### src/common/dog_pkg.sv
// Package with register map, field positions and timing for the watchdog block.
`default_nettype none
package dog_pkg;
	localparam int unsigned CLK_HZ = 200_000_000;
	localparam logic [4:0] SETUP_LOC = 5'h0f;
	localparam logic [4:0] DIAG_LOC = 5'h10;
	localparam logic [21:0] SETUP_RESET = 22'h0f0009;
	localparam logic [21:0] DIAG_RESET = 22'h10005d;
	localparam int PIN_BIT = 21;
	localparam int LOC_HI = 20;
	localparam int LOC_LO = 16;
	localparam int CLR_BIT = 10;
	localparam int RST_BIT = 9;
	localparam int KICK_BIT = 8;
	localparam int EN_BIT = 6;
	localparam int LATCH_BIT = 6;
	localparam int INV_BIT = 4;
	localparam int TRIM_BIT = 3;
	localparam int OSC_BIT = 2;
	localparam int LINK_BIT = 0;
	localparam logic [15:0] SETUP_WMASK = 16'h0740;
	localparam logic [15:0] SETUP_PMASK = 16'h074f;
	localparam logic [15:0] DIAG_WMASK = 16'h005d;
	localparam logic [3:0] CODE_DEFAULT = 4'h9;
	localparam logic [3:0] CODE_MAX = 4'ha;
	localparam int unsigned CYC_PER_MS = CLK_HZ / 1000;
	localparam int unsigned PERIOD_MS [11] =
		'{1, 5, 10, 25, 50, 100, 250, 500, 750, 1000, 2000};
	typedef struct packed {
		logic clear_on_dog_expiry;
		logic reset_on_dog_expiry;
		logic restart_on_good_command;
		logic dog_enable;
		logic [3:0] dog_period_code;
	} dog_cfg_t;
	typedef struct packed {
		logic latch_monitor_enable;
		logic inverse_check_enable;
		logic trim_check_enable;
		logic oscillator_rate_monitor_enable;
		logic link_checksum_enable;
	} diag_cfg_t;
endpackage
`default_nettype wire

### src/logic/dog_config.sv
// Watchdog counter and diagnostic enable registers of the converter.
`default_nettype none
module dog_config
	import dog_pkg::*;
#(
	parameter int unsigned CYC_PER_MS_P = CYC_PER_MS
) (
	// Clock, reset, enable.
	input  wire logic        core_clk_in,
	input  wire logic        reset_n_in,
	input  wire logic        clk_en_in,
	// Register access from the serial decoder.
	input  wire logic        reg_wr_in,
	input  wire logic [4:0]  reg_addr_in,
	input  wire logic [15:0] reg_wdata_in,
	output logic      [21:0] reg_rdata_out,
	input  wire logic        good_command_in,
	input  wire logic        dog_restart_in,
	input  wire logic        expiry_clear_in,
	// Alarm pin.
	input  wire logic        dog_alarm_mask_in,
	input  wire logic        other_alarm_in,
	output logic             alarm_n_out,
	// Watchdog actions.
	output logic             dog_expiry_flag_out,
	output logic             clear_event_out,
	output logic             soft_reset_out,
	// Diagnostic enables and checks.
	output diag_cfg_t        diag_cfg_out,
	input  wire logic [15:0] dac_code_in,
	input  wire logic [15:0] latch_code_in,
	input  wire logic [15:0] inverse_code_in,
	output logic             latch_mismatch_flag_out,
	output logic             inverse_error_out,
	input  wire logic        latch_flag_clear_in
);
	dog_cfg_t   cfg_q;
	diag_cfg_t  diag_q;
	logic [31:0] count_q;
	logic        flag_q;
	logic        alarm_q;
	logic        latch_q;
	logic        inv_q;
	logic        restart;
	logic        expire;

	function automatic logic [31:0] period_cycles(input logic [3:0] code);
		logic [3:0] c;
		c = (code > CODE_MAX) ? CODE_DEFAULT : code;
		return 32'(PERIOD_MS[c] * CYC_PER_MS_P);
	endfunction

	function automatic logic [21:0] readback(input logic [4:0] loc,
		input logic [15:0] body);
		return {alarm_q, loc, body};
	endfunction

	// Register writes; reserved bits stay at zero.
	always_ff @(posedge core_clk_in) begin
		if (!reset_n_in) begin
			cfg_q  <= dog_cfg_t'({SETUP_RESET[CLR_BIT], SETUP_RESET[RST_BIT],
				SETUP_RESET[KICK_BIT], SETUP_RESET[EN_BIT],
				SETUP_RESET[3:0]});
			diag_q <= diag_cfg_t'({DIAG_RESET[LATCH_BIT], DIAG_RESET[INV_BIT],
				DIAG_RESET[TRIM_BIT], DIAG_RESET[OSC_BIT],
				DIAG_RESET[LINK_BIT]});
		end else if (clk_en_in && reg_wr_in) begin
			if (reg_addr_in == SETUP_LOC) begin
				cfg_q <= dog_cfg_t'({reg_wdata_in[CLR_BIT],
					reg_wdata_in[RST_BIT], reg_wdata_in[KICK_BIT],
					reg_wdata_in[EN_BIT], reg_wdata_in[3:0]});
			end
			if (reg_addr_in == DIAG_LOC) begin
				diag_q <= diag_cfg_t'({reg_wdata_in[LATCH_BIT],
					reg_wdata_in[INV_BIT], reg_wdata_in[TRIM_BIT],
					reg_wdata_in[OSC_BIT], reg_wdata_in[LINK_BIT]});
			end
		end
	end

	// Writes to the setup register count as restart requests too, so that
	// enabling the dog always starts from a full period.
	assign restart = !flag_q && (dog_restart_in ||
		(cfg_q.restart_on_good_command && good_command_in) ||
		(reg_wr_in && reg_addr_in == SETUP_LOC));
	assign expire = cfg_q.dog_enable && !flag_q && count_q == 32'h1;

	// Down counter; stops once the flag is up.
	always_ff @(posedge core_clk_in) begin
		if (!reset_n_in) begin
			count_q <= 32'h0;
		end else if (clk_en_in) begin
			if (!cfg_q.dog_enable || restart) begin
				count_q <= period_cycles(cfg_q.dog_period_code);
				if (reg_wr_in && reg_addr_in == SETUP_LOC) begin
					count_q <= period_cycles(reg_wdata_in[3:0]);
				end
			end else if (!flag_q && count_q != 32'h0) begin
				count_q <= count_q - 32'h1;
			end
		end
	end

	// Expiry flag: a new expiry wins over a clear in the same cycle.
	always_ff @(posedge core_clk_in) begin
		if (!reset_n_in) begin
			flag_q <= 1'b0;
		end else if (clk_en_in) begin
			if (expire) begin
				flag_q <= 1'b1;
			end else if (expiry_clear_in) begin
				flag_q <= 1'b0;
			end
		end
	end

	// One-cycle action pulses on expiry.
	always_ff @(posedge core_clk_in) begin
		if (!reset_n_in) begin
			clear_event_out <= 1'b0;
			soft_reset_out  <= 1'b0;
		end else if (clk_en_in) begin
			clear_event_out <= expire && cfg_q.clear_on_dog_expiry;
			soft_reset_out  <= expire && cfg_q.reset_on_dog_expiry;
		end
	end

	// Alarm pin, active low.
	always_ff @(posedge core_clk_in) begin
		if (!reset_n_in) begin
			alarm_q <= 1'b0;
		end else if (clk_en_in) begin
			alarm_q <= (flag_q && !dog_alarm_mask_in) || other_alarm_in
				|| latch_q || inv_q;
		end
	end

	// Code checks; flags are sticky, set wins over clear.
	always_ff @(posedge core_clk_in) begin
		if (!reset_n_in) begin
			latch_q <= 1'b0;
			inv_q   <= 1'b0;
		end else if (clk_en_in) begin
			if (diag_q.latch_monitor_enable && latch_code_in != dac_code_in) begin
				latch_q <= 1'b1;
			end else if (latch_flag_clear_in) begin
				latch_q <= 1'b0;
			end
			if (diag_q.inverse_check_enable
				&& inverse_code_in != ~dac_code_in) begin
				inv_q <= 1'b1;
			end else if (latch_flag_clear_in) begin
				inv_q <= 1'b0;
			end
		end
	end

	// Readback mux, registered.
	always_ff @(posedge core_clk_in) begin
		if (!reset_n_in) begin
			reg_rdata_out <= 22'h0;
		end else if (clk_en_in) begin
			unique case (reg_addr_in)
				SETUP_LOC: reg_rdata_out <= readback(SETUP_LOC,
					{5'h0, cfg_q.clear_on_dog_expiry, cfg_q.reset_on_dog_expiry,
					cfg_q.restart_on_good_command, 1'b0, cfg_q.dog_enable,
					2'h0, cfg_q.dog_period_code});
				DIAG_LOC: reg_rdata_out <= readback(DIAG_LOC,
					{9'h0, diag_q.latch_monitor_enable, 1'b0,
					diag_q.inverse_check_enable, diag_q.trim_check_enable,
					diag_q.oscillator_rate_monitor_enable, 1'b0,
					diag_q.link_checksum_enable});
				default: reg_rdata_out <= readback(reg_addr_in, 16'h0);
			endcase
		end
	end

	// Trim checksum, rate monitor and link checksum act elsewhere from these.
	assign diag_cfg_out = diag_q;
	assign alarm_n_out = !alarm_q;
	assign dog_expiry_flag_out = flag_q;
	assign latch_mismatch_flag_out = latch_q;
	assign inverse_error_out = inv_q;

	chk_expiry_sets_flag: assert property (
		@(posedge core_clk_in)
		disable iff (!reset_n_in) clk_en_in && expire |=> flag_q)
		else $error("expiry did not set flag");
	// The count must hold still, whatever restart requests arrive.
	chk_flag_blocks_restart: assert property (
		@(posedge core_clk_in)
		disable iff (!reset_n_in) clk_en_in && flag_q && cfg_q.dog_enable
		|=> count_q == $past(count_q))
		else $error("restart while flag active");
	chk_clear_pulse: assert property (
		@(posedge core_clk_in)
		disable iff (!reset_n_in)
		clk_en_in && expire && cfg_q.clear_on_dog_expiry |=> clear_event_out)
		else $error("clear event missing");
	chk_reset_pulse: assert property (
		@(posedge core_clk_in)
		disable iff (!reset_n_in)
		clk_en_in && expire && cfg_q.reset_on_dog_expiry |=> soft_reset_out)
		else $error("soft reset missing");
	chk_alarm_from_flag: assert property (
		@(posedge core_clk_in)
		disable iff (!reset_n_in)
		clk_en_in && flag_q && !dog_alarm_mask_in |=> !alarm_n_out)
		else $error("alarm not driven");
	chk_readback_loc: assert property (
		@(posedge core_clk_in)
		disable iff (!reset_n_in) clk_en_in && reg_addr_in == SETUP_LOC
		|=> reg_rdata_out[LOC_HI:LOC_LO] == SETUP_LOC
		&& reg_rdata_out[PIN_BIT] == $past(alarm_q))
		else $error("readback location wrong");
	chk_period_clamp: assert property (
		@(posedge core_clk_in)
		period_cycles(4'hf) == period_cycles(CODE_DEFAULT))
		else $error("period clamp wrong");
	chk_latch_mismatch: assert property (
		@(posedge core_clk_in)
		disable iff (!reset_n_in) clk_en_in && diag_q.latch_monitor_enable
		&& latch_code_in != dac_code_in |=> latch_mismatch_flag_out)
		else $error("latch mismatch missed");
	chk_good_cmd_restart: assert property (
		@(posedge core_clk_in)
		disable iff (!reset_n_in) clk_en_in && cfg_q.dog_enable && !flag_q
		&& cfg_q.restart_on_good_command && good_command_in && !reg_wr_in
		|=> count_q == $past(period_cycles(cfg_q.dog_period_code)))
		else $error("good command did not restart");
endmodule // dog_config
`default_nettype wire

### config.mk
export PLATFORM = sky130hd
export DESIGN_NAME = dog_config
export DESIGN_NICKNAME = d
export VERILOG_FILES = /design/src/common/dog_pkg.sv /design/src/logic/dog_config.sv
export SDC_FILE = /design/constraint.sdc
export NUM_CORES = 1
export LEC_CHECK = 0
export BUFFER_PORTS_ARGS = -buffer_cell sky130_fd_sc_hd__buf_2
export CORE_UTILIZATION = 40
export CTS_CLUSTER_SIZE = 16
export DETAILED_ROUTE_END_ITERATION = 16
export MAX_ROUTING_LAYER = met4
export PLACE_DENSITY_LB_ADDON = 0.12
export RECOVER_POWER = 50
export SLEW_MARGIN = 20
export SYNTH_ARGS = -nofsm -noshare
export SYNTH_HDL_FRONTEND = slang
export SYNTH_SLANG_ARGS = --single-unit
### constraint.sdc
create_clock -name core_clk_in -period 15.9 [get_ports core_clk_in]
set_clock_uncertainty 0.15 [all_clocks]
set_input_delay 1.59 -clock core_clk_in [delete_from_list [all_inputs] [get_ports core_clk_in]]
set_output_delay 1.59 -clock core_clk_in [all_outputs]
set_load 0.05 [all_outputs]
==> metrics.md, run 1 <==
| Metric | Value |
|---|---|
| Worst path required time | ~16 ns |
| Crit path time final | around 6.8 ns |
| Post-synthesis sequential area ratio | 15.5% |
| Initial Util | approximately 40% |
| Worst Path Buf+Inv | 5 |
| Synth Cell Area | between 8000 and 9000 µm² |
| F_max | approximately 150 MHz |
| FP Rows | 53 |
| Num ports | roughly 110 |
| Initial antenna violation count | 0 |
| CP max-delay cell | fa_1 |
| Wirelength, routed | about 23000 µm |
| Synth Instances | ~1100 |
| Maximum clock insertion buffer count | 2 |
| EDFF count, synth | 0 |
| CP arrival | between 6 and 7 ns |
| Maximum vdd ir drop | 0.0777 mV |
| Congestion Overflow GR | 0 |
| Vias in the first global route | ~7400 |
| # setup viols final | 0 |
| Synth Register Bits | 66 |
| Period utilization | a little over two fifths |
| Worst path cell trace | buf_2 -> inv_1 -> nand2_1 -> a21oi_1 -> inv_1 -> ha_1 -> ha_1 -> ha_1 -> fa_1 -> inv_1 -> fa_1 -> inv_1 -> ha_1 -> a21oi_1 -> nand2_1 -> o21ai_0 -> o21ai_0 -> a311oi_1 -> xnor2_1 -> nand2_1 -> a31oi_1 |
| TritonCTS clock tree | built |
| Sequential Power Share | a little under a quarter |
| CTS clk-pin slew, worst paths | 0.06 ns |
| Postcts setup bufs | 0 |
| Routed WL per cell | 16.2 µm |
| Ys flop type | dfxtp_1 |
| Hpwl dp | 18200 µm |
| Post-synth top area share | around a quarter |
| Synth-to-layout area growth | 11.4% |
| Hold Slack | ~0.32 ns |
| Top delay family on crit path | adder cells |
| Largest net degree at the start of global routing | 66 |
| Crit path max fanout | 15 |
| Cts repair resizes | 0 |
| Unrepaired setup endpoints after global routing | false |
| Slowest stage delay, CP | between 0.5 and 0.6 ns |
| Hold-fix buffer count after cts | 0 |
| Global-route wire length before repair | 37800 µm |
| Core footprint | 21000 µm² |
| Final Hold Fails | 0 |
| DIE HEIGHT | about 150 µm |
| Layout cells sized above 1 | about a tenth |
| Routed Antenna Nets | 0 |
| Number of DRC markers in iteration 0 | between 300 and 400 |
| Clock Latency Late Sink | ~0.33 ns |
| First-pass DRT Iterations | 5 |
| Final core occ | between 40% and 50% |
| Status | complete, but fails checks |
| Comb pwr share | just over 50% |
| Via density | roughly 5.3 |
| Final instance area | around 9500 µm² |
| Final WS setup | 9.14 ns |
| Startpoint Class | input port |
| Min-Delay Path Class | reg -> reg |
| Synth top area cells | ha_1 (23%), dfxtp_1 (15%), xnor2_1 (5.6%) |
| Dpl ws | 8.80 ns |
| Leakage power | ~4.4 nW |
| Ant diodes | 0 |
| Clock root buffer | clkbuf_16 |
| RePlAce Congestion | approximately 0.86 |
| TritonCTS Buffers | 9 |
| Power Dens Cells | 84.1 nW/µm² |
| # port buffers | 97 |
| Final nets | 1405 |
| Number of remaining DRC errors | 0 |
| Mean Syn Cell Area | 7.97 µm² |
| Sequential Area | between 1000 and 1500 µm² |
| Synth cell count leaders | ha_1 (160), nand2_1 (90), inv_1 (89) |
| Area leader, netlist | ha_1 |
| Slew Viols, Final | between 40 and 50 |
| Area occupied by multi-input gates | 6670 µm² |
| H-tree depth | 3 |
| Psw | about 320 µW |
| Num Clock Sinks | 66 |
| Dpl cell area | 9220 µm² |
| Cell-internal power | between 400 and 500 µW |
| Vias | 7563 |
| Cell with the most instances after synthesis | ha_1 |
| Die W | 148 µm |
| Setup CP Type | in -> reg |
| Setup TNS Final | 0 ns |
| Fillers | about 2200 |
| GRT Overall Usage | between 20% and 30% |
| Sw Ratio | roughly two fifths |
| Slew at the pin with the worst max-slew slack | roughly 2.0 ns |
| Synth async-reset ratio | 0% |
| Synth Warn # | 0 |
| Yosys cell types | 70 |
| Die ar. | approximately 22000 µm² |
| Failing checks | max-capacitance violations, max-slew violations |
| Clock power frac | between 20 and 30% |
| Max cap viols | 1 |
| CP Capture Type | flip-flop |
| Slew headroom | -31.3% |
==> layout make-up <==
cell class,instances,share of cell area (%)
Multi-Input combinational cell,870,70.2
Timing Repair Buffer,105,5.36
Tap cell,275,3.62
Inverter,90,3.55
Sequential cell,66,13.9
Clock inverter,5,0.816
Clock buffer,11,2.55
==> path summary, 6_finish.rpt <==
check                               start                  endpoint  slack (ns)  depth (start not counted)
setup / recovery          reg_wdata_in[3]  count_q[25]$_SDFFE_PN0P_        9.14                         21
hold / removal    count_q[7]$_SDFFE_PN0P_   count_q[7]$_SDFFE_PN0P_        0.32                          2
setup reg to reg    cfg_q[3]$_SDFFE_PN1P_  count_q[26]$_SDFFE_PN0P_       10.17                         19
hold reg to reg   count_q[7]$_SDFFE_PN0P_   count_q[7]$_SDFFE_PN0P_        0.32                          2
==> stage by stage <==
stage	cells	total power, mW
5_1_grt	1422	0.870
2_1_floorplan	1080	0.488
3_3_place_gp	1406	0.587
4_1_cts	1422	0.804
3_5_place_dp	1406	0.586
6_report	1422	0.799
==> logic make-up (layout without fill, tap and decap cells) <==
group                      Yosys count  after routing  share of synthesized area, %
DFF                                 66             66                          15.5
other                                1             11                        0.0440
and+or+nand+nor                    330            330                          19.7
muxes                               10             10                          1.17
adders and majority gates          184            184                          29.1
xor gates and xnor gates            92             92                          9.44
buffers and inverters              144            211                          6.78
AOI/OAI and AO/OA                  243            243                          18.3
==> power groups by stage <==
| stage | Sequential (mW) | Clock (mW) | Combinational, mW |
|---|---|---|---|
| floorplan | 0.189 | 0 | 0.299 |
| global placement | 0.184 | 0 | 0.403 |
| detailed placement | 0.184 | 0 | 0.402 |
| CTS | 0.181 | 0.218 | 0.406 |
| global route | 0.182 | 0.225 | 0.463 |
| finish | 0.181 | 0.215 | 0.404 |
==> flip-flops by register name, indices dropped and copies added (netlist names) <==
name and flops:
dog_expiry_flag_out 1, reg_rdata_out 15, inverse_error_out 1, diag_cfg_out 5
latch_mismatch_flag_out 1, cfg_q 8, alarm_q 1, count_q 32
clear_event_out 1, soft_reset_out 1
==> cell usage in the layout (no fill, tap or decap), types with 19 or more instances in the layout <==
master / n
ha_1: 160
nand2_1: 90
inv_1: 89
buf_2: 71
dfxtp_1: 66
a21oi_1: 62
o21ai_0: 61
nor2_1: 60
xnor2_1: 55
xor2_1: 37
nor3_1: 35
nand3_1: 28
clkbuf_1: 28
fa_1: 24
nor2b_1: 21
nand2b_1: 19
nor4_1: 19
==> worst register-to-register path, cell delays in order, from the launching register on <==
cell      delay, ns
dfxtp_1        0.76
nand2b_1       0.20
nor2_1         0.42
nor2_1         0.21
ha_1           0.31
ha_1           0.32
ha_1           0.30
ha_1           0.27
inv_1          0.05
fa_1           0.53
inv_1          0.05
ha_1           0.34
o21ai_0        0.33
a21oi_1        0.12
o21a_1         0.16
a311oi_1       0.51
nor2_1         0.11
nor4bb_1       0.26
o21ai_0        0.12
a31oi_1        0.15
==> layer usage <==
metal  routed length (µm)  GRT usage, %  vias up
li1                     -             -     3914
met1                11200          29.0     3488
met2                10600          36.9      134
met3                  739          2.19       27
met4                  487          5.41        0
met5                    0             -        -
Note: power is estimated with default switching activity, not from simulation.
==> run 2: changes to the inputs <==
Clock period 15.9 ns to 6.6 ns, I/O delays scaled along.
==> run 2 against run 1 <==
  * The flow still finishes with violations (max-capacitance violations, max-slew violations)
  * Setup slack got worse by 8.2 ns
  * Sequential share of layout area barely moved
  * Die area did not move
  * Combinational power rose by 140%
  * Clock power rose by 120%
  * Critical path type is now reg -> reg
==> metrics.md, run 2 (synthesis gave the netlist of run 1 again) <==
| Metric | Value |
|---|---|
| Status | complete, but fails checks |
| Failing checks | max-capacitance violations, max-slew violations |
| FP Rows | 53 (unchanged) |
| Core footprint | 21000 µm² (unchanged) |
| Die ar. | 21900 µm² (unchanged) |
| Final nets | 1408 (+0.21%) |
| Total power | 1.90 mW (+140%) |
| Max cap viols | 1 (unchanged) |
| Routed WL per cell | 16.2 µm (-0.25%) |
| Synth-to-layout area growth | 11.5% (about the same) |
| DIE HEIGHT | 148 µm (unchanged) |
| Area occupied by multi-input gates | 6670 µm² (unchanged) |
| Num ports | 112 (unchanged) |
| CTS clk-pin slew, worst paths | 0.06 ns (about the same) |
| Layout cells sized above 1 | 10.1% (+0.32 points) |
| Psw | 779 µW (+140%) |
| Regs by FF count | count_q x32, reg_rdata_out x15, cfg_q x8 |
| Wirelength, routed | 23000 µm (about the same) |
| CP arrival | 5.80 ns (-1.07 ns) |
| Initial Util | 40.7% (unchanged) |
| Leakage power | 4.44 nW (about the same) |
| Startpoint Class | flip-flop |
| Setup TNS Final | 0 ns (unchanged) |
| Min-Delay Path Class | reg -> reg |
| TritonCTS clock tree | built |
| Routed Antenna Nets | 0 (unchanged) |
| # port buffers | 97 (unchanged) |
| Crit path max fanout | 12 (-3) |
| Cts repair resizes | 0 (unchanged) |
| Crit path time final | between 5 and 6 ns |
| Congestion Overflow GR | 0 (unchanged) |
| Hold-fix buffer count after cts | 0 (unchanged) |
| Slew Viols, Final | 45 (unchanged) |
| H-tree depth | 3 (unchanged) |
| Sw Ratio | 41.1% (+0.99 points) |
| TritonCTS Buffers | 9 (unchanged) |
| First-pass DRT Iterations | 4 (-1) |
| Die W | 148 µm (unchanged) |
| Period utilization | 86.3% |
| Ant diodes | 0 (unchanged) |
| Num Clock Sinks | 66 (unchanged) |
| Number of remaining DRC errors | 0 (unchanged) |
| Initial antenna violation count | 0 (unchanged) |
| Clock power frac | 25.5% (-1.3 points) |
| Most common cell after layout, fill and taps aside | ha_1 |
| Sequential Power Share | 22.9% (+0.3 points) |
| Slew at the pin with the worst max-slew slack | 2.03 ns (+0.0640 ns) |
| Number of DRC markers in iteration 0 | 311 (-16%) |
| # setup viols final | 0 (unchanged) |
| Slew headroom | -35.6% (-4.3 points) |
| Global-route wire length before repair | 37400 µm (-1.2%) |
| Vias | 7603 (+0.53%) |
| Most flops, register | count_q |
| Worst path required time | 6.71 ns (-9.30 ns) |
| Clock root buffer | clkbuf_16 |
| CP Capture Type | flip-flop |
| Cell-internal power | 1.12 mW (+130%) |
| Via density | 5.34 (+0.32%) |
| Power Dens Cells | 199 nW/µm² (+140%) |
| Hpwl dp | 18200 µm (+0.15%) |
| Vias in the first global route | 7130 (-3.8%) |
| Maximum vdd ir drop | 0.219 mV (+180%) |
| Fillers | 2177 (-2.9%) |
| Comb pwr share | 51.6% (+1.1 points) |
| Final Hold Fails | 0 (unchanged) |
| Hold Slack | 0.315 ns (-0.00410 ns) |
| Most frequent cells in the layout | ha_1 (160), nand2_1 (90), inv_1 (89), buf_2 (71), dfxtp_1 (66) |
| F_max | ~180 MHz |
| Postcts setup bufs | 0 (unchanged) |
| Clock Latency Late Sink | 0.33 ns (about the same) |
| Number of flip-flops in the largest register | 32 (unchanged) |
| Largest net degree at the start of global routing | 66 (unchanged) |
| Maximum clock insertion buffer count | 2 (unchanged) |
| Unrepaired setup endpoints after global routing | false |
| RePlAce Congestion | 0.881 (+2.7%) |
| Sequential Area | 1320 µm² (unchanged) |
| Setup CP Type | reg -> reg |
| GRT Overall Usage | 22.1% (-0.19 points) |
-- run 2: path summary, 6_finish.rpt --
kind / from / end / slack [ns] / cells after the start
max: cfg_q[2]$_SDFFE_PN0P_ / count_q[26]$_SDFFE_PN0P_ / 0.91 / 19
min: count_q[13]$_SDFFE_PN0P_ / count_q[13]$_SDFFE_PN0P_ / 0.31 / 2
max reg2reg: cfg_q[2]$_SDFFE_PN0P_ / count_q[26]$_SDFFE_PN0P_ / 0.91 / 19
min reg2reg: count_q[13]$_SDFFE_PN0P_ / count_q[13]$_SDFFE_PN0P_ / 0.31 / 2
-- run 2: cell type report --
class                   count  area share (%)
inverters                  90            3.55
well taps                 275            3.62
flip-flops and latches     66            13.9
repair buffers            108            5.59
clock inverters             6           0.697
clock buffers              10            2.51
multi-input cells         870            70.1
-- run 2: power groups by stage --
stage                     sequential [mW]  clock [mW]  combinational, mW
after floorplan                     0.455           0              0.721
after global placement              0.443           0              0.973
after detailed placement            0.443           0              0.976
after CTS                           0.435       0.495              0.983
after global routing                0.438       0.513               1.11
final                               0.435       0.483              0.979
-- run 2: per-layer routing --
metal	track usage [%]	share of wire (%)	vias up	wire length, µm
li1	-	-	3909	-
met1	29.1	49	3520	11200
met2	36.8	47	157	10800
met3	1.79	3.2	17	741
met4	4.38	1.1	0	261
met5	-	0	-	0
-- run 2: through the flow --
step | cell area (µm²) | worst slack (ns) | util (%) | instances
floorplan | 8570 | 1.38 | - | 1080
global placement | 9240 | 0.673 | 44.1 | 1409
detailed placement | 9240 | 0.603 | 44.1 | 1409
CTS | 9550 | 0.917 | 45.6 | 1425
global route | 9510 | 0.489 | 45.4 | 1425
finish | 9510 | 0.906 | 45.4 | 1425
-- run 2: critical path, stage by stage, from the launching register on --
cell and delay [ns]:
dfxtp_1 0.56, nor2b_1 0.43, o21ba_2 0.22, o21ai_0 0.44
ha_1 0.26, ha_1 0.24, ha_1 0.30, ha_1 0.27
inv_1 0.05, fa_1 0.53, inv_1 0.04, ha_1 0.35
o21ai_0 0.33, a21oi_1 0.12, o21a_1 0.16, a311oi_1 0.53
nor2_1 0.10, nor4bb_1 0.26, o21ai_0 0.12, a31oi_1 0.15
==> run 3: changes to the inputs <==
Clock period 6.6 ns to 6.29 ns, I/O delays scaled along.
==> run 3 against run 2 <==
  * The run still ends with max-capacitance violations, max-slew violations left
  * Register-to-register slack got worse by 0.25 ns
  * Core utilization is 0.21 points higher
  * Die area stayed put
  * Fmax up 0.98%
  * Combinational power rose by 5%
  * Setup slack worse by 0.25 ns
  * Sequential share of layout area down 0.065 points
  * Critical path depth unchanged
  * Final cell count increased by 0.42%
  * First-iteration DRC count up 15%
  * Sequential power up 5.1%
  * Critical endpoint unchanged
==> metrics.md, run 3 (synthesis gave the netlist of run 1 again) <==
| Metric | Value |
|---|---|
| Status | complete, but fails checks |
| Failing checks | max-capacitance violations, max-slew violations |
| Dpl cell area | 9290 µm² (+0.49%) |
| Min-Delay Path Class | reg -> reg |
| Number of remaining DRC errors | 0 (unchanged) |
| Layout cells sized above 1 | 10.6% (+0.47 points) |
| Global-route wire length before repair | 37700 µm (+0.90%) |
| Vias | 7680 (+1.0%) |
| R2r setup slk | 0.65 ns (-0.25 ns) |
| Postcts setup bufs | 0 (unchanged) |
| Comb pwr share | 51.4% (-0.2 points) |
| Slew Viols, Final | 45 (unchanged) |
| Dpl ws | 0.453 ns (-0.150 ns) |
| CP Capture Type | flip-flop |
| Routed WL per cell | 16.2 µm (+0.44%) |
| Final instance area | 9560 µm² (+0.47%) |
| TritonCTS Buffers | 9 (unchanged) |
| HP Start | count_q[13]$_SDFFE_PN0P_ |
| # setup viols final | 0 (unchanged) |
| Unrepaired setup endpoints after global routing | false |
| Slew at the pin with the worst max-slew slack | 1.94 ns (-0.0911 ns) |
| Hold Slack | 0.319 ns (+0.00432 ns) |
| Core footprint | 21000 µm² (unchanged) |
| Period utilization | 89.6% (+3.4 points) |
| Number of DRC markers in iteration 0 | 359 (+15%) |
| Largest net degree at the start of global routing | 66 (unchanged) |
| Die ar. | 21900 µm² (unchanged) |
| Setup TNS Final | 0 ns (unchanged) |
| CP arrival | 5.75 ns (-0.05 ns) |
| Maximum vdd ir drop | 0.199 mV (-8.9%) |
| Num Clock Sinks | 66 (unchanged) |
| Crit path max fanout | 8 (-4) |
| Routed Antenna Nets | 0 (unchanged) |
| Final WS setup | 0.652 ns (-0.255 ns) |
| Clock root buffer | clkbuf_16 |
| Congestion Overflow GR | 0 (unchanged) |
| Hpwl dp | 18500 µm (+1.5%) |
| GRT Overall Usage | 22.3% (+0.18 points) |
| Placed cell count | 1415 (+0.43%) |
| DIE HEIGHT | 148 µm (unchanged) |
| Worst r2r src | cfg_q[2]$_SDFFE_PN0P_ |
| Final Hold Fails | 0 (unchanged) |
| Num ports | 112 (unchanged) |
| F_max | 177 MHz (+0.98%) |
| Wirelength, routed | 23200 µm (+0.86%) |
| Hold Crit Depth | 2 (unchanged) |
| Via density | 5.37 (+0.59%) |
| Initial Util | 40.7% (unchanged) |
| Die W | 148 µm (unchanged) |
| CTS clk-pin slew, worst paths | 0.06 ns (about the same) |
| Hold Path Sink | count_q[13]$_SDFFE_PN0P_ |
| Cts repair resizes | 0 (unchanged) |
| Ant diodes | 0 (unchanged) |
| Power Dens Cells | 209 nW/µm² (+4.8%) |
| Most frequent cells in the layout | ha_1 (160), nand2_1 (90), inv_1 (89), buf_2 (71), dfxtp_1 (66) |
| H-tree depth | 3 (unchanged) |
| Number of flip-flops in the largest register | 32 (unchanged) |
| Slew headroom | -29.5% (+6.1 points) |
| # port buffers | 97 (unchanged) |
| Clock Latency Late Sink | 0.33 ns (about the same) |
| Initial antenna violation count | 0 (unchanged) |
| Sw Ratio | 40.8% (-0.31 points) |
| RePlAce Congestion | 0.862 (-2.2%) |
| Crit path time final | 5.64 ns (-0.0553 ns) |
| Synth-to-layout area growth | 12.0% |
| First-pass DRT Iterations | 5 (+1) |
| Clock power frac | 25.7% (+0.2 points) |
| Setup CP Type | reg -> reg |
| Max cap viols | 1 (unchanged) |
| Leakage power | 4.48 nW (+0.95%) |
| Final nets | 1414 (+0.43%) |
| Most flops, register | count_q |
| Sequential Power Share | 22.9% (about the same) |
| FF-to-FF End | count_q[26]$_SDFFE_PN0P_ |
| Regs by FF count | count_q x32, reg_rdata_out x15, cfg_q x8 |
| Startpoint Class | flip-flop |
| Most common cell after layout, fill and taps aside | ha_1 |
| Psw | 815 µW (+4.5%) |
| Worst path required time | 6.40 ns (-0.31 ns) |
| Vias in the first global route | 7243 (+1.6%) |
| Final core occ | 45.6% (+0.21 points) |
| Maximum clock insertion buffer count | 2 (unchanged) |
| Cell-internal power | 1.18 mW (+5.9%) |
| Total power | 2.00 mW (+5.3%) |
| Non-filler cells, final | 1431 (+0.42%) |
| Worst reg2reg path depth | 19 (unchanged) |
| Hold-fix buffer count after cts | 0 (unchanged) |
| FP Rows | 53 (unchanged) |
| TritonCTS clock tree | built |
==> run 3: cell count changes in the layout (fill, tap and decap cells not counted) <==
cell,previous run,this run
buf_4,10,16
clkbuf_8,1,2
clkinv_2,1,3
clkinv_4,1,0
clkinvlp_4,3,1
==> run 3: layout make-up <==
type	count	area (µm²)
fillers	2204	11400
multi-input cells	870	6670
flip-flops and latches	66	1320
repair buffers	114	577
well taps	275	344
inverters	90	338
clock buffers	11	253
clock inverters	5	52.6
==> run 3: per-layer routing <==
layer | track usage (%) | wire length [µm] | vias to the layer above
met5 | - | 0 | -
met4 | 5.10 | 443 | 0
met3 | 2.65 | 912 | 24
met2 | 36.9 | 11000 | 170
met1 | 28.8 | 10900 | 3571
li1 | - | - | 3915
==> run 3: worst max-delay path by stage <==
stage,start,to,cells after the start
CTS,cfg_q[3]$_SDFFE_PN1P_,count_q[26]$_SDFFE_PN0P_,20
global route,cfg_q[2]$_SDFFE_PN0P_,count_q[26]$_SDFFE_PN0P_,20
finish,cfg_q[2]$_SDFFE_PN0P_,count_q[26]$_SDFFE_PN0P_,19
floorplan,reg_wdata_in[0],count_q[25]$_SDFFE_PN0P_,19
detailed placement,reg_wdata_in[3],count_q[25]$_SDFFE_PN0P_,21
global placement,reg_wdata_in[3],count_q[25]$_SDFFE_PN0P_,21
==> run 3: power groups by stage <==
stage | clock network [mW] | registers [mW] | logic [mW]
6_report | 0.514 | 0.457 | 1.03
4_1_cts | 0.523 | 0.456 | 1.04
5_1_grt | 0.535 | 0.459 | 1.18
2_1_floorplan | 0 | 0.477 | 0.757
3_3_place_gp | 0 | 0.465 | 1.03
3_5_place_dp | 0 | 0.465 | 1.03
==> run 3: worst max-delay path, stage by stage, from the launching register on <==
cell and delay, ns:
dfxtp_1 0.47, nor2b_1 0.39, o21ba_2 0.21, o21ai_0 0.42
ha_1 0.25, ha_1 0.25, ha_1 0.30, ha_1 0.27
inv_1 0.05, fa_1 0.53, inv_1 0.04, ha_1 0.35
o21ai_0 0.34, a21oi_1 0.12, o21a_1 0.17, a311oi_1 0.56
nor2_1 0.11, nor4bb_1 0.30, o21ai_0 0.12, a31oi_1 0.16
